==> config.mk <==
export PLATFORM = sky130hd
export DESIGN_NAME = roc_osc_ctrl
export DESIGN_NICKNAME = d
export VERILOG_FILES = /design/src/roc_pkg.sv /design/src/roc_timer.sv /design/src/roc_osc_ctrl.sv
export SDC_FILE = /design/constraint.sdc
export NUM_CORES = 1
export LEC_CHECK = 0
export BUFFER_PORTS_ARGS = -buffer_cell sky130_fd_sc_hd__buf_2
export CORE_ASPECT_RATIO = 1.2
export CORE_MARGIN = 5
export CORE_UTILIZATION = 45
export DETAILED_ROUTE_END_ITERATION = 10
export PLACE_DENSITY = 0.67
export SETUP_SLACK_MARGIN = 0.1
export SYNTH_ARGS = -nofsm -noshare
export SYNTH_HDL_FRONTEND = slang
export SYNTH_SLANG_ARGS = --single-unit
export TNS_END_PERCENT = 10
==> constraint.sdc <==
create_clock -name REF_CLK_I -period 2.2 [get_ports REF_CLK_I]
set_input_delay 0.44 -clock REF_CLK_I [delete_from_list [all_inputs] [get_ports REF_CLK_I]]
set_output_delay 0.44 -clock REF_CLK_I [all_outputs]
set_load 0.05 [all_outputs]
==> src/roc_pkg.sv <==
package roc_pkg;

    // ------------------------------------------------------------------
    // timing
    // ------------------------------------------------------------------
    localparam int CLK_PERIOD_PS      = 5000;
    localparam int MISS_TIME_US       = 100;
    localparam int MISS_CYCLES        = (MISS_TIME_US * 1000000) / CLK_PERIOD_PS;
    localparam int BLANK_TIME_MS      = 2;
    localparam int BLANK_CYCLES       = (BLANK_TIME_MS * 1000000) / (CLK_PERIOD_PS / 1000);
    localparam int STEP_TIME_US       = 1000;
    localparam int STEP_CYCLES        = (STEP_TIME_US * 1000000) / CLK_PERIOD_PS;

    // ------------------------------------------------------------------
    // field layout and reset values
    // ------------------------------------------------------------------
    localparam int           CAP_W     = 4;
    localparam logic [3:0]   CAP_MIN   = 4'h0;
    localparam logic [3:0]   CAP_MAX   = 4'hF;
    localparam int           TIMER_W   = 32;
    localparam logic [1:0]   INC_XTAL  = 2'h1;
    localparam logic [1:0]   INC_LFO   = 2'h2;

    // ------------------------------------------------------------------
    // types
    // ------------------------------------------------------------------
    typedef enum logic [1:0] {
        ST_OFF  = 2'h0,
        ST_STEP = 2'h1,
        ST_DONE = 2'h3
    } roc_step_type;

    typedef struct packed {
        logic       crystal_mode_select;
        logic       gain_control_enable;
        logic       bias_double;
        logic       auto_step_enable;
        logic [3:0] load_cap_code;
        logic       osc_power_enable;
        logic       missing_clock_enable;
        logic       low_freq_osc_enable;
        logic       pin_short_control;
        logic       timer_run;
    } roc_ctrl_type;

    typedef struct packed {
        logic       analog_enable;
        logic       bias_double;
        logic       gain_control;
        logic       pin_short;
        logic [3:0] applied_cap;
    } roc_analog_type;

endpackage : roc_pkg

==> src/roc_timer.sv <==
`timescale 1ns/1ps
module roc_timer
    import roc_pkg::*;
#(
    parameter int WIDTH = TIMER_W
) (
    // clock and reset
    input  wire logic             clk_i,
    input  wire logic             rst_n_i,
    // count request
    input  wire logic             tick_i,
    input  wire logic [1:0]       inc_i,
    // value
    output logic      [WIDTH-1:0] count_o
);

    // ------------------------------------------------------------------
    // state
    // ------------------------------------------------------------------
    typedef struct packed {
        logic [WIDTH-1:0] count;
    } roc_tmr_type;

    roc_tmr_type s_reg;
    roc_tmr_type s_next;

    // add one or two depending on source
    always_comb begin
        s_next = s_reg;
        if (tick_i) begin
            s_next.count = s_reg.count + WIDTH'(inc_i);
        end
    end

    // register the state
    always_ff @(posedge clk_i or negedge rst_n_i) begin
        if (!rst_n_i) begin
            s_reg <= '0;
        end else begin
            s_reg <= s_next;
        end
    end

    assign count_o = s_reg.count;

endmodule : roc_timer

==> src/roc_osc_ctrl.sv <==
`timescale 1ns/1ps
// Behaviour
// - cmos clock: low bias, check failure later
// - self-oscillate runs at once, bias sets rate
// - low-frequency enable runs it at once, selects it once both sources are low
// - low-frequency source increments timer by two
// - four-bit cap code, monotonic sixteen settings
// - stepping climbs from smallest to programmed code
// - ready flag set when programmed code reached
// - bias double bit drives doubled bias
// - stuck oscillator over 100 us sets failure
// - failure routed out as event
// - clock-valid blanked 2 ms after power-on
module roc_osc_ctrl
    import roc_pkg::*;
#(
    parameter int MISS_CNT  = MISS_CYCLES,
    parameter int BLANK_CNT = BLANK_CYCLES,
    parameter int STEP_CNT  = STEP_CYCLES
) (
    // clock and reset
    input  wire logic                REF_CLK_I,
    input  wire logic                RST_N_I,
    // control bits
    input  wire roc_ctrl_type        CTRL_I,
    input  wire logic                FAIL_CLEAR_I,
    // oscillator inputs from pins and analog
    input  wire logic                XTAL_OSC_I,
    input  wire logic                LFO_OSC_I,
    input  wire logic                AMP_VALID_I,
    // analog settings
    output roc_analog_type           ANALOG_O,
    output logic                     LFO_ENABLE_O,
    // status
    output logic                     CLOCK_VALID_FLAG_O,
    output logic                     LOAD_CAP_READY_O,
    output logic                     OSC_FAIL_FLAG_O,
    output logic                     OSC_FAIL_EVENT_O,
    // timebase
    output logic                     TIMEBASE_TICK_O,
    output logic [TIMER_W-1:0]       TIMER_O
);

    localparam int MW = $clog2(MISS_CNT + 2);
    localparam int BW = $clog2(BLANK_CNT + 2);
    localparam int SW = $clog2(STEP_CNT + 2);

    // ------------------------------------------------------------------
    // state
    // ------------------------------------------------------------------
    typedef struct packed {
        logic [2:0]    xs;        // crystal input synchroniser
        logic [2:0]    ls;        // lfo input synchroniser
        logic [2:0]    vs;        // amplitude detect synchroniser
        logic          x_lvl;
        logic          l_lvl;
        logic          v_lvl;
        logic          sel_lfo;   // active source
        logic          sel_pend;  // switch waiting for safe point
        logic [MW-1:0] miss_cnt;
        logic          fail;
        logic          fail_evt;
        logic [BW-1:0] blank_cnt;
        roc_step_type  step;
        logic [SW-1:0] step_cnt;
        logic [3:0]    cap;
        logic          tick;
    } roc_state_type;

    roc_state_type s_reg;
    roc_state_type s_next;

    // input filter: accept once stages two and three agree
    function automatic logic filt(input logic [2:0] sh, input logic cur);
        filt = (sh[1] == sh[2]) ? sh[2] : cur;
    endfunction : filt

    logic [TIMER_W-1:0] timer_val;
    logic               x_new;
    logic               l_new;
    logic               src_new;
    logic               src_old;

    // ------------------------------------------------------------------
    // next state
    // ------------------------------------------------------------------
    always_comb begin
        s_next          = s_reg;
        s_next.xs       = {s_reg.xs[1:0], XTAL_OSC_I};
        s_next.ls       = {s_reg.ls[1:0], LFO_OSC_I};
        s_next.vs       = {s_reg.vs[1:0], AMP_VALID_I};
        x_new           = filt(s_reg.xs, s_reg.x_lvl);
        l_new           = filt(s_reg.ls, s_reg.l_lvl);
        s_next.x_lvl    = x_new;
        s_next.l_lvl    = l_new;
        s_next.v_lvl    = filt(s_reg.vs, s_reg.v_lvl);
        s_next.fail_evt = 1'b0;
        s_next.tick     = 1'b0;

        // rising edge of the active source clocks the timer
        src_old = s_reg.sel_lfo ? s_reg.l_lvl : s_reg.x_lvl;
        src_new = s_reg.sel_lfo ? l_new : x_new;
        if (src_new && !src_old) begin
            s_next.tick = 1'b1;
        end

        // switch source only while both are low: no runt pulse
        if (CTRL_I.low_freq_osc_enable != s_reg.sel_lfo) begin
            s_next.sel_pend = 1'b1;
        end
        if (s_reg.sel_pend && !x_new && !l_new) begin
            s_next.sel_lfo  = CTRL_I.low_freq_osc_enable;
            s_next.sel_pend = 1'b0;
        end

        // missing-clock detector on the crystal oscillator level
        if (!CTRL_I.missing_clock_enable || (x_new != s_reg.x_lvl)) begin
            s_next.miss_cnt = '0;
        end else if (s_reg.miss_cnt <= MW'(MISS_CNT)) begin
            s_next.miss_cnt = s_reg.miss_cnt + MW'(1);
        end
        if (FAIL_CLEAR_I) begin
            s_next.fail = 1'b0;
        end
        // set wins over a clear in the same cycle
        if (CTRL_I.missing_clock_enable && s_reg.miss_cnt == MW'(MISS_CNT)) begin
            s_next.fail     = 1'b1;
            s_next.fail_evt = 1'b1;
        end

        // blanking window after oscillator power-on
        if (!CTRL_I.osc_power_enable) begin
            s_next.blank_cnt = '0;
        end else if (s_reg.blank_cnt < BW'(BLANK_CNT)) begin
            s_next.blank_cnt = s_reg.blank_cnt + BW'(1);
        end

        // load capacitance stepping
        unique case (s_reg.step)
            ST_OFF: begin
                s_next.cap = CAP_MIN;
                s_next.step_cnt = '0;
                if (CTRL_I.osc_power_enable) begin
                    if (CTRL_I.auto_step_enable) begin
                        s_next.step = ST_STEP;
                    end else begin
                        s_next.cap  = CTRL_I.load_cap_code;
                        s_next.step = ST_DONE;
                    end
                end
            end
            ST_STEP: begin
                if (s_reg.cap >= CTRL_I.load_cap_code) begin
                    s_next.cap  = CTRL_I.load_cap_code;
                    s_next.step = ST_DONE;
                end else if (s_reg.step_cnt == SW'(STEP_CNT - 1)) begin
                    s_next.cap      = s_reg.cap + 4'h1;
                    s_next.step_cnt = '0;
                end else begin
                    s_next.step_cnt = s_reg.step_cnt + SW'(1);
                end
            end
            ST_DONE: begin
                // later code falls apply at once; a rise restarts stepping while auto-step is enabled
                if (CTRL_I.load_cap_code > s_reg.cap && CTRL_I.auto_step_enable) begin
                    s_next.step = ST_STEP;
                end else begin
                    s_next.cap = CTRL_I.load_cap_code;
                end
            end
            default: s_next.step = ST_OFF;
        endcase
        if (!CTRL_I.osc_power_enable) begin
            s_next.step = ST_OFF;
        end
    end

    // ------------------------------------------------------------------
    // registers
    // ------------------------------------------------------------------
    always_ff @(posedge REF_CLK_I or negedge RST_N_I) begin
        if (!RST_N_I) begin
            s_reg      <= '0;
            s_reg.step <= ST_OFF;
        end else begin
            s_reg <= s_next;
        end
    end

    // ------------------------------------------------------------------
    // timer
    // ------------------------------------------------------------------
    roc_timer #(
        .WIDTH (TIMER_W)
    ) u_timer (
        .clk_i   (REF_CLK_I),
        .rst_n_i (RST_N_I),
        .tick_i  (s_reg.tick && CTRL_I.timer_run),
        .inc_i   (s_reg.sel_lfo ? INC_LFO : INC_XTAL),
        .count_o (timer_val)
    );

    // ------------------------------------------------------------------
    // outputs
    // ------------------------------------------------------------------
    // gain control forced off outside crystal mode as a safety net
    assign ANALOG_O.analog_enable = CTRL_I.osc_power_enable;
    assign ANALOG_O.bias_double   = CTRL_I.bias_double;
    assign ANALOG_O.gain_control  = CTRL_I.gain_control_enable
                                    && CTRL_I.crystal_mode_select;
    assign ANALOG_O.pin_short     = CTRL_I.pin_short_control;
    assign ANALOG_O.applied_cap   = s_reg.cap;
    assign LFO_ENABLE_O           = CTRL_I.low_freq_osc_enable;

    // valid held low through blanking
    assign CLOCK_VALID_FLAG_O = s_reg.v_lvl && CTRL_I.osc_power_enable
                                && (s_reg.blank_cnt == BW'(BLANK_CNT));
    assign LOAD_CAP_READY_O   = (s_reg.step == ST_DONE)
                                && (s_reg.cap == CTRL_I.load_cap_code);
    assign OSC_FAIL_FLAG_O    = s_reg.fail;
    assign OSC_FAIL_EVENT_O   = s_reg.fail_evt;
    assign TIMEBASE_TICK_O    = s_reg.tick;
    assign TIMER_O            = timer_val;

endmodule : roc_osc_ctrl

* Yosys cells after proc, flatten, opt, wreduce, memory -nomap -nowiden
Index checks and enable logic that the tools add are counted.
W data, S select, Z words.
** Operators by class
- Equality and inequality tests :: 17
- Reduce and logical (&&, ||, !) cells :: 24
- Add/sub/neg operators :: 5
- Order comparisons :: 4
- Multiplexer cells :: 28
** Operators by type and width (number)
- $mux W19 :: 2
- $mux W18 :: 2
- $pmux W18 S2 :: 1
- $add A32 B2 Y32 :: 1
- $mux W15 :: 2
- $mux W4 :: 5
- $add A19 B1 Y19 const B :: 1
- $eq A19 B19 Y1 const B :: 1
- $lt A19 B19 Y1 const B :: 1
- $add A18 B1 Y18 const B :: 1
- $eq A18 B18 Y1 const B :: 1
- $add A15 B1 Y15 const B :: 1
- $eq A15 B15 Y1 const B :: 1
- $le A15 B15 Y1 const B :: 1
- $mux W2 :: 6
- $pmux W4 S3 :: 1
- $logic_and A1 B1 Y1 :: 10
- $ne A3 B3 Y1 const B :: 3
- $mux W1 :: 8
- $reduce_bool A2 Y1 :: 4
- $pmux W2 S3 :: 1
- $add A4 B1 Y4 const B :: 1
- $eq A4 B4 Y1 :: 1
- $ge A4 B4 Y1 :: 1
- 13 further kinds :: 21
** Storage, ports and cells
- Word-level logic and storage cells :: 95
- Bits in registers :: 107

* Logic depth before layout (Yosys ltp)
Gate-level depths: netlist of run 1.
- Word-level depth :: 6
- Depth in mapped cells :: 10
- Gate-level depth less buffers :: 9

* Hierarchy
From an unflattened synthesis of run 1, not the netlist that was laid out.
** Second synthesis, totals
- Cell total of the unflattened synthesis :: 545
- Area, all modules :: 5465.2 um2
** By module, submodules not included
- roc_osc_ctrl :: area each 3990.1 um2, cells an instance 422, times used 1
- roc_timer :: area each 1475.2 um2, cells an instance 123, times used 1

* Worst setup path after synthesis of run 1
No wires, ideal clock.
- Path type :: register to output
- From :: register s_reg[25] (netlist bit)
- To :: output port CLOCK_VALID_FLAG_O
- Required time :: 1.760 ns
- Arrival time :: 2.318 ns
- Path slack :: -0.558 ns
- Cell stages (with the launch flop) :: 7
- Buffers on the path :: 0
- Cells stage by stage :: dfrtp_1 -> inv_1 -> ha_1 -> nand2_1 -> nor3_1 -> nand3_1 -> nor4_1
** On the way
- Word-level cells in the longest chain between the ends :: 2
** RTL lines
- from (decl) :: RTL line roc_osc_ctrl.sv:70 : roc_state_type s_reg;
- from (signal assigned) :: RTL line roc_osc_ctrl.sv:186 : s_reg <= s_next;
- $eq A19 B19 Y1 :: RTL line roc_osc_ctrl.sv:217 : && (s_reg.blank_cnt == BW'(BLANK_CNT));
- $logic_and A1 B1 Y1 :: RTL line roc_osc_ctrl.sv:217
- to (decl) :: RTL line roc_osc_ctrl.sv:35 : output logic CLOCK_VALID_FLAG_O,
Every way passes these cells.

* Worst setup path after layout of run 1
- From :: register s_reg[58] (netlist bit)
- To :: register s_reg[55] (netlist bit)
** On the way
- Word-level cells in the longest chain between the ends :: 2
** RTL lines
- $le A15 B15 Y1 :: RTL line roc_osc_ctrl.sv:119 : end else if (s_reg.miss_cnt <= MW'(MISS_CNT)) begin
- $reduce_bool A2 Y1 (no line)
Every way passes these cells.
A chain may end at the register's enable or synchronous reset.

==> metrics.md, run 1 <==
| Metric | Value |
|---|---|
| Synthesized flop and latch total | `107` |
| Clock Sinks | `roughly 110` |
| Die width | `110 um` |
| Status | `finished clean` |
| Measured slew at the worst slew-check pin | `a little under 0.6 ns` |
| FP Rows | `43` |
| Max Cap Violations | `0` |
| Critical-path top delay cell | `or4_4` |
| Max Used Layer | `met4` |
| Tot Pwr | `approximately 0.0052 W` |
| Maximum clock rate | `0.468 GHz` |
| Min cycle time layout | `2.14 ns` |
| Startpoint Class | `flip-flop` |
| Number of synthesized flops with an enable pin | `0` |
| R2R Setup Slk | `just over 0.06 ns` |
| Antenna violations before repair | `0` |
| Largest net degree at the start of global routing | `45` |
| Library cells used by synthesis | `60` |
| Crit path DAT | `2.39 ns` |
| Setup-failing EPs final | `0` |
| Syn_nets | `581` |
| # IOs | `65` |
| Synth top area cells | `dfrtp_1 50%, xnor2_1 6.2%, nor2_1 4.0%, nand3_1 3.4%, nand2_1 3.2%` |
| Kind of end point of the critical path | `flip-flop` |
| Fin. max-slew vios | `0` |
| Core Area | `11700 um2` |
| Top cell type's share of synthesized area | `49.5%` |
| Met1 Wirelength | `5240 um` |
| CTS Buf Count | `9` |
| First-pass GRT wire length | `20000 um` |
| Fin nets | `663` |
| Input/output buffers | `60` |
| Share of cells above drive strength 1 | `23.5%` |
| GP Congestion | `0.822` |
| Die Y | `130 um` |
| Ys Warns | `0` |
| Iteration-0 DRC count of the detailed router | `roughly 210` |
| Synthesized area | `between 5000 and 6000 um2` |
| CP delay by family, top | `simple AND/OR/NAND/NOR gates` |
| CP bufs+invs | `0` |
| Critical path's largest stage delay | `0.57 ns` |
| Top-count cell post-synth | `dfrtp_1` |
| Unrepaired setup endpoints after global routing | `yes` |
| Pwr per Cell Area | `800 nW/um2` |
| WL met3 | `431 um` |
| P&R area growth vs syn | `21.0%` |
| HPWL Detailed | `8380 um` |
| Synthesized area per cell | `9.85 um2` |
| Initial DRT Pass Iterations | `4` |
| Grt ovf | `0` |
| CP Launch Point | `s_reg[58]$_DFFE_PN0P_` |
| Setup CP Type | `flip-flop to flip-flop` |
| Worst setup margin | `0.0610 ns` |
| Worst vdd ir | `0.343 mV` |
| Longest Clk Path Bufs | `2` |
| Diode count | `0` |
| Worst-path clk slew | `0.07 ns` |
| Vias per cell | `5.36` |
| Post-synth top cells | `107 x dfrtp_1, 58 x nor2_1, 46 x nand2_1` |
| Setup Skew | `0.00734 ns` |
| Total Wirelength | `11700 um` |
| Via count | `4243` |
| Root Buffer | `clkbuf_16` |
| CP max FO | `9` |
| Pre-CTS setup slack | `-0.0200 ns` |
| Full die area | `14300 um2` |
| Total GRT Usage | `17.4%` |
| Tightest Hold Check Type | `input pin to async pin` |
| Register area share after synthesis | `49.5%` |
| Most used DFF post-synth | `dfrtp_1` |
| CTS tree | `done` |
| Number of global-route vias before repair | `around 4300` |
| Drc violations | `0` |
| Clk_lat worst skew | `0.35 ns` |
| Fin Hold WS | `about 0.073 ns` |
| WL met2 | `5940 um` |
| # hold bufs at CTS | `0` |
| Final core utilization | `between 50 and 60%` |
| Post-synth ARST share | `100%` |
| Starting Density | `a little under half` |
| Drt wl/cell | `between 10 and 15 um` |
| Largest register FFs | `62` |
| Final-report hold violation count | `0` |
| Crit-path cells | `or4_4 -> o311ai_4 -> nand4_4 -> or3_1 -> a21oi_1` |
| Final ANT Viol Nets | `0` |
| Worst r2r src | `s_reg[58]$_DFFE_PN0P_` |
| Synth Instances | `549` |
| Final Cycle Share | `between 90% and 100%` |
| H-tree depth | `3` |
| Leakage power | `2.97 nW` |
| Cell taking the most area after synthesis | `dfrtp_1` |
| Relative slew slack | `a little over 60%` |
| Data required time of the worst path | `about 2.5 ns` |
per-stage QoR:
step | std cells | TNS, ns | instance area, um2
after floorplan | 549 | 0 | 5470
after global placement | 773 | 0 | 6080
after detailed placement | 773 | -0.0273 | 6080
after CTS | 790 | -0.0103 | 6430
after global routing | 792 | -0.257 | 6540
final | 792 | 0 | 6540
worst reg2reg max path: stages, from the launching register on:
cell and delay, ns:
dfrtp_1 0.39, or4_4 0.57, o311ai_4 0.30, nand4_4 0.21
or3_1 0.39, a21oi_1 0.18
kinds of logic (layout without fill, tap and decap cells):
| group | after synthesis | in the layout | synth area share (%) |
|---|---|---|---|
| compound gates | 74 | 74 | 8.87 |
| xor+xnor | 55 | 55 | 8.91 |
| fa+ha+maj | 16 | 16 | 3.70 |
| buf+inv | 47 | 133 | 3.89 |
| flops | 107 | 107 | 49.5 |
| mux | 10 | 10 | 1.88 |
| simple gates | 240 | 240 | 23.2 |
where the power goes:
part / total [W] / internal (W) / leakage [nW] / switching (W)
clock: 0.00158 / 0.000880 / 0.140 / 0.000705
sequential: 0.00223 / 0.00210 / 1.43 / 0.000132
combinational: 0.00141 / 0.000552 / 1.40 / 0.000861
total: 0.00523 / 0.00353 / 2.97 / 0.00170
path summary, 6_finish.rpt:
check,to,depth (start not counted)
min in group REF_CLK_I,s_next[67]$_DFF_PN0_,1
min reg2reg,s_next[71]$_DFF_PN0_,0
min,s_reg[34]$_DFFE_PN0P_,1
max in group asynchronous,u_timer.count_o[18]$_DFFE_PN0P_,2
max reg2reg,s_reg[55]$_DFFE_PN0P_,5
max,s_reg[55]$_DFFE_PN0P_,5
repair_timing:
| action | CTS | global route |
|---|---|---|
| pin swaps | 22 | 23 |
| setup endpoints to repair | 18 | 34 |
| buffers inserted | 2 | 2 |
| gates resized for setup | 15 | 21 |
cell type report:
type | instances | area, um2
Multi-Input combinational cell | 395 | 2700
Tap cell | 157 | 196
Timing Repair Buffer | 90 | 568
Fill cell | 1067 | 5140
Sequential cell | 107 | 2680
Inverter | 28 | 105
Clock buffer | 11 | 233
Clock inverter | 4 | 52.6
cell usage in the layout (no fill, tap or decap), types with 6 or more instances in the layout:
cell type  netlist  layout
xnor2_1         38      38
a21oi_1         25      20
and3_1          11      11
nor3_1          19      14
nor2b_1          7       6
mux2i_1          9       9
inv_1           28      23
nor2_1          58      56
xor2_1          17      17
nand2_1         46      46
and4_1           7       7
clkbuf_16        0       9
buf_4            8      27
or3_1            9       9
o21ai_0         18      17
nand3_1         37      36
dfrtp_1        107     105
buf_2            3      57
nand4_1          8       8
ha_1            12       8
metal layers:
metal	GRT usage, %	vias up
met5	0	-
met4	6.24	0
met3	3.56	13
met2	29.6	75
met1	21.7	2080
li1	-	2075
No activity file was read; power rests on OpenSTA's default activity.
==> run 2: changes to the inputs <==
--- a/config.mk
+++ b/config.mk
@@ -5,12 +5,12 @@
 export SDC_FILE = /design/constraint.sdc
 export NUM_CORES = 1
 export LEC_CHECK = 0
+export ABC_AREA = 0
 export BUFFER_PORTS_ARGS = -buffer_cell sky130_fd_sc_hd__buf_2
 export CORE_ASPECT_RATIO = 1.2
 export CORE_MARGIN = 5
-export CORE_UTILIZATION = 45
+export CORE_UTILIZATION = 40
 export DETAILED_ROUTE_END_ITERATION = 10
-export PLACE_DENSITY = 0.67
 export SETUP_SLACK_MARGIN = 0.1
 export SYNTH_ARGS = -nofsm -noshare
 export SYNTH_HDL_FRONTEND = slang
==> metrics.md, run 2 (synthesis gave the netlist of run 1 again) <==
| Metric | Value |
|---|---|
| WL met3 | `364 um` |
| Max Used Layer | `met4` |
| Status | `finished clean` |
| Final-report hold violation count | `0` |
| Startpoint Class | `flip-flop` |
| # IOs | `65` |
| Pwr per Cell Area | `789 nW/um2` |
| Share of cells above drive strength 1 | `24.5%` |
| Vias per cell | `5.22` |
| Fin nets | `669` |
| Setup TNS | `0 ns` |
| Critical path's largest stage delay | `0.43 ns` |
| Maximum clock rate | `0.471 GHz` |
| Final Cycle Share | `96.5%` |
| CTS Buf Count | `9` |
| Clock Sinks | `107` |
| Setup CP Type | `flip-flop to output pin` |
| CP Depth | `4` |
| Antenna violations before repair | `0` |
| Worst setup margin | `0.0771 ns` |
| Max Cap Violations | `0` |
| Commonest non-fill, non-tap cell in the layout | `dfrtp_1` |
| Unrepaired setup endpoints after global routing | `yes` |
| HPWL Detailed | `about 8400 um` |
| Worst r2r src | `s_reg[58]$_DFFE_PN0P_` |
| Initial DRT Pass Iterations | `7` |
| Crit-path cells | `nor4_2 -> nand3_1 -> nor4_4 -> buf_6` |
| Iteration-0 DRC count of the detailed router | `about 310` |
| Data required time of the worst path | `1.76 ns` |
| Final core utilization | `between 50% and 60%` |
| Via count | `4232` |
| CP bufs+invs | `1` |
| Relative slew slack | `33.6%` |
| Clock Power Share | `~30%` |
| CP delay by family, top | `simple AND/OR/NAND/NOR gates` |
| Most frequent cells in the layout | `105 x dfrtp_1, 57 x nor2_1, 57 x buf_2` |
| Register area | `2680 um2` |
| Final instance area | `6620 um2` |
| Core Area | `13200 um2` |
| Starting Density | `40.8%` |
| WL met2 | `around 6000 um` |
| Placed Area | `6090 um2` |
| CP max FO | `4` |
| Leakage power | `3.01 nW` |
| Input/output buffers | `60` |
| Critical-path top delay cell | `dfrtp_1` |
| Diode count | `0` |
| Die Y | `137 um` |
| FP Rows | `46` |
| Min cycle time layout | `2.12 ns` |
| Fin. max-slew vios | `0` |
| Pint | `0.00348 W` |
| FF-to-FF path depth | `5` |
| Measured slew at the worst slew-check pin | `0.996 ns` |
| Number of global-route vias before repair | `4232` |
| Longest Clk Path Bufs | `2` |
| Worst vdd ir | `0.361 mV` |
| Reg power frac | `between 40% and 50%` |
| Setup Skew | `0.00828 ns` |
| Clk_lat worst skew | `0.35 ns` |
| Final cell count without fillers | `just over 800` |
| Setup-failing EPs final | `0` |
| GP Congestion | `0.825` |
| Grt ovf | `0` |
| Full die area | `15900 um2` |
| Met1 Wirelength | `5490 um` |
| Multi-input logic area | `2730 um2` |
| Tightest Hold Check Type | `input pin to async pin` |
| Crit path DAT | `1.68 ns` |
| CTS tree | `done` |
| Fill count | `approximately 1200` |
| Kind of end point of the critical path | `output pin` |
| Die width | `116 um` |
| Total GRT Usage | `15.8%` |
| Worst-path clk slew | `roughly 0.07 ns` |
| Drc violations | `0` |
| Logic pwr share | `27.4%` |
| Sw Share | `33.4%` |
| # hold bufs at CTS | `0` |
| P&R area growth vs syn | `22.5%` |
| Largest net degree at the start of global routing | `49` |
| First-pass GRT wire length | `approximately 20000 um` |
| Total Wirelength | `12000 um` |
| Pre-CTS setup slack | `-0.105 ns` |
| Largest register FFs | `62` |
| R2R Path End | `s_reg[51]$_DFFE_PN0P_` |
| Placed insts | `784` |
| Final ANT Viol Nets | `0` |
| R2R Setup Slk | `0.09 ns` |
| Root Buffer | `clkbuf_16` |
| Drt wl/cell | `14.8 um` |
| Switching pwr | `0.00175 W` |
| H-tree depth | `3` |
## run 2: final cells by class
| type | instances | share of cell area, % |
|---|---|---|
| Inverter | 28 | 1.59 |
| Tap cell | 168 | 3.18 |
| Clock buffer | 12 | 3.72 |
| Timing Repair Buffer | 96 | 9.26 |
| Sequential cell | 107 | 40.5 |
| Clock inverter | 4 | 0.529 |
| Multi-Input combinational cell | 395 | 41.2 |
## run 2: worst max path at each step
stage	from	end
floorplan	u_timer.count_o[1]$_DFFE_PN0P_	u_timer.count_o[23]$_DFFE_PN0P_
global placement	CTRL_I[6]	s_reg[9]$_DFFE_PN0P_
detailed placement	CTRL_I[6]	s_reg[12]$_DFFE_PN0P_
CTS	s_reg[40]$_DFFE_PN0P_	CLOCK_VALID_FLAG_O
global route	s_reg[26]$_DFFE_PN0P_	CLOCK_VALID_FLAG_O
finish	s_reg[40]$_DFFE_PN0P_	CLOCK_VALID_FLAG_O
## run 2: layer usage
layer	vias up	GRT usage, %
met5	-	0
met4	0	6.58
met2	59	26.4
met1	2070	20.3
met3	16	2.59
li1	2087	-
## run 2: per-stage QoR
| stage | power (W) | hold slack [ns] |
|---|---|---|
| 2_1_floorplan | 0.00314 | 0.144 |
| 3_3_place_gp | 0.00345 | 0.333 |
| 3_5_place_dp | 0.00349 | 0.336 |
| 4_1_cts | 0.00510 | 0.0835 |
| 5_1_grt | 0.00552 | 0.114 |
| 6_report | 0.00522 | 0.0647 |
## run 2: what timing repair did
| item | CTS | global route |
|---|---|---|
| resized for setup | 10 | 34 |
| setup buffers | 2 | 7 |
| cloned | 0 | 1 |
| pin swaps | 5 | 25 |
| setup endpoints to repair | 28 | 54 |
## run 2: worst register-to-register path, stage by stage, from the launching register on
cell	delay, ns
dfrtp_1	0.38
or4_4	0.57
o311ai_4	0.31
nand4_4	0.20
or3_1	0.39
a21oi_1	0.17
## run 2: power by group through the flow
| stage | registers [W] | logic, W | clock network, W |
|---|---|---|---|
| after floorplan | 0.00238 | 0.000759 | 0 |
| after global placement | 0.00226 | 0.00119 | 0 |
| after detailed placement | 0.00227 | 0.00122 | 0 |
| after CTS | 0.00223 | 0.00125 | 0.00162 |
| after global routing | 0.00226 | 0.00158 | 0.00168 |
| final | 0.00223 | 0.00143 | 0.00155 |
==> run 3: changes to the inputs <==
--- a/config.mk
+++ b/config.mk
@@ -10,6 +10,7 @@
 export CORE_ASPECT_RATIO = 1.2
 export CORE_MARGIN = 5
 export CORE_UTILIZATION = 40
+export CTS_CLUSTER_DIAMETER = 60
 export DETAILED_ROUTE_END_ITERATION = 10
 export SETUP_SLACK_MARGIN = 0.1
 export SYNTH_ARGS = -nofsm -noshare
==> constraint.sdc (replaced) <==
create_clock -name REF_CLK_I -period 2.1 [get_ports REF_CLK_I]
set_input_delay 0.42 -clock REF_CLK_I [delete_from_list [all_inputs] [get_ports REF_CLK_I]]
set_output_delay 0.42 -clock REF_CLK_I [all_outputs]
set_load 0.05 [all_outputs]
==> metrics.md, run 3 (synthesis gave the netlist of run 1 again) <==
| Metric | Value |
|---|---|
| Drc violations | `0` |
| # hold bufs at CTS | `0` |
| Total GRT Usage | `15.7%` |
| Total Wirelength | `roughly 12000 um` |
| Setup CP Type | `flip-flop to flip-flop` |
| Most frequent cells in the layout | `103 x dfrtp_1, 58 x nor2_1, 57 x buf_2` |
| Longest Clk Path Bufs | `2` |
| CTS Buf Count | `9` |
| Input/output buffers | `60` |
| Setup Skew | `around 0.0077 ns` |
| Largest register FFs | `62` |
| Via count | `4252` |
| HPWL Detailed | `8380 um` |
| Commonest non-fill, non-tap cell in the layout | `dfrtp_1` |
| Antenna violations before repair | `0` |
| Iteration-0 DRC count of the detailed router | `218` |
| First-pass GRT wire length | `20200 um` |
| Die Y | `137 um` |
| Starting Density | `40.8%` |
| Worst vdd ir | `0.411 mV` |
| Setup-failing EPs final | `1` |
| Full die area | `~16000 um2` |
| CTS tree | `done` |
| Startpoint Class | `flip-flop` |
| Fin. max-slew vios | `0` |
| Status | `finished with violations` |
| Relative slew slack | `57.9%` |
| Setup TNS | `-0.0405 ns` |
| CP max FO | `7` |
| Grt ovf | `0` |
| Final cell count without fillers | `811` |
| H-tree depth | `3` |
| Fin nets | `672` |
| Vias per cell | `5.24` |
| Worst setup margin | `-0.0405 ns` |
| Measured slew at the worst slew-check pin | `0.630 ns` |
| Unrepaired setup endpoints after global routing | `yes` |
| Final ANT Viol Nets | `0` |
| Worst-path clk slew | `0.07 ns` |
| Drt wl/cell | `~15 um` |
| Die width | `about 120 um` |
| Data required time of the worst path | `2.36 ns` |
| Maximum clock rate | `0.467 GHz` |
| Placed insts | `788` |
| Diode count | `0` |
| Largest net degree at the start of global routing | `between 100 and 150` |
| Core Area | `around 13000 um2` |
| Leakage power | `3.01 nW` |
| # IOs | `65` |
| Tot Pwr | `0.00538 W` |
| Max Cap Violations | `0` |
| Fill count | `around 1200` |
| Final Cycle Share | `102%` |
| Pwr per Cell Area | `roughly 800 nW/um2` |
| Crit path DAT | `2.40 ns` |
| Tightest Hold Check Type | `input pin to async pin` |
| Failing checks | `setup timing` |
| Clk_lat worst skew | `0.35 ns` |
| Initial DRT Pass Iterations | `4` |
| Kind of end point of the critical path | `flip-flop` |
| R2R Path End | `s_reg[56]$_DFFE_PN0P_` |
| GP Congestion | `0.819` |
| R2R Setup Slk | `-0.04 ns` |
| Min cycle time layout | `2.14 ns` |
| Final-report hold violation count | `0` |
| Share of cells above drive strength 1 | `24.9%` |
| FP Rows | `between 40 and 50` |
| Number of global-route vias before repair | `4277` |
| FF-to-FF path depth | `5` |
| Clock Sinks | `107` |
| Worst r2r src | `s_reg[52]$_DFFE_PN0P_` |
| Root Buffer | `clkbuf_16` |
| P&R area growth vs syn | `22.5%` |
==> run 3: routing by layer <==
layer	track usage, %	vias to the layer above	wire (um)
met2	26.1	84	5810
li1	-	2084	-
met3	3.21	14	461
met5	0	-	0
met1	20.0	2070	5310
met4	6.32	0	221
==> run 3: worst max-delay path by stage <==
stage / from / to / slack [ns] / cells past startpoint
6_report: s_reg[52]$_DFFE_PN0P_ / s_reg[56]$_DFFE_PN0P_ / -0.04 / 5
5_1_grt: s_reg[25]$_DFFE_PN0P_ / CLOCK_VALID_FLAG_O / -0.12 / 7
4_1_cts: s_reg[25]$_DFFE_PN0P_ / CLOCK_VALID_FLAG_O / -0.13 / 7
3_5_place_dp: CTRL_I[6] / s_reg[17]$_DFFE_PN0P_ / -0.1 / 9
3_3_place_gp: CTRL_I[6] / ANALOG_O[1]$_DFFE_PN0P_ / -0.02 / 9
2_1_floorplan: u_timer.count_o[1]$_DFFE_PN0P_ / u_timer.count_o[23]$_DFFE_PN0P_ / -0.05 / 7
==> run 3: repair_timing <==
item	in CTS	in global routing
gates resized for setup	22	22
pin swaps	29	18
setup buffers	5	4
setup endpoints to repair	25	53
gates cloned	0	0
==> run 3: critical path, stage by stage, from the launching register on <==
cell and delay (ns):
dfrtp_1 0.39, or4_4 0.57, o311ai_4 0.36, nand3_2 0.20
or3_1 0.38, a21oi_1 0.14
==> run 3: cell type report <==
| cell class | count | area [um2] | share of cell area [%] |
|---|---|---|---|
| sequential | 107 | 2680 | 40.5 |
| timing repair buffer | 99 | 636 | 9.60 |
| tap | 168 | 210 | 3.17 |
| clock buffer | 11 | 233 | 3.51 |
| inverter | 28 | 105 | 1.59 |
| multi-input combinational | 395 | 2730 | 41.2 |
| clock inverter | 3 | 25.0 | 0.378 |
==> run 3: metrics by stage <==
step | instance area [um2] | setup WS (ns) | util, % | hold slack (ns)
after floorplan | 5470 | -0.0468 | - | 0.124
after global placement | 6120 | -0.0233 | 46.2 | 0.337
after detailed placement | 6120 | -0.0952 | 46.2 | 0.343
after CTS | 6510 | -0.133 | 49.2 | 0.159
after global routing | 6620 | -0.122 | 50.0 | 0.158
final | 6620 | -0.0405 | 50.0 | 0.103
==> run 3: report_power, final <==
part	total [W]	internal [W]	leakage [nW]	switching, W
clock network	0.00157	0.000803	0.122	0.000768
registers	0.00233	0.00220	1.43	0.000134
logic	0.00148	0.000587	1.46	0.000895
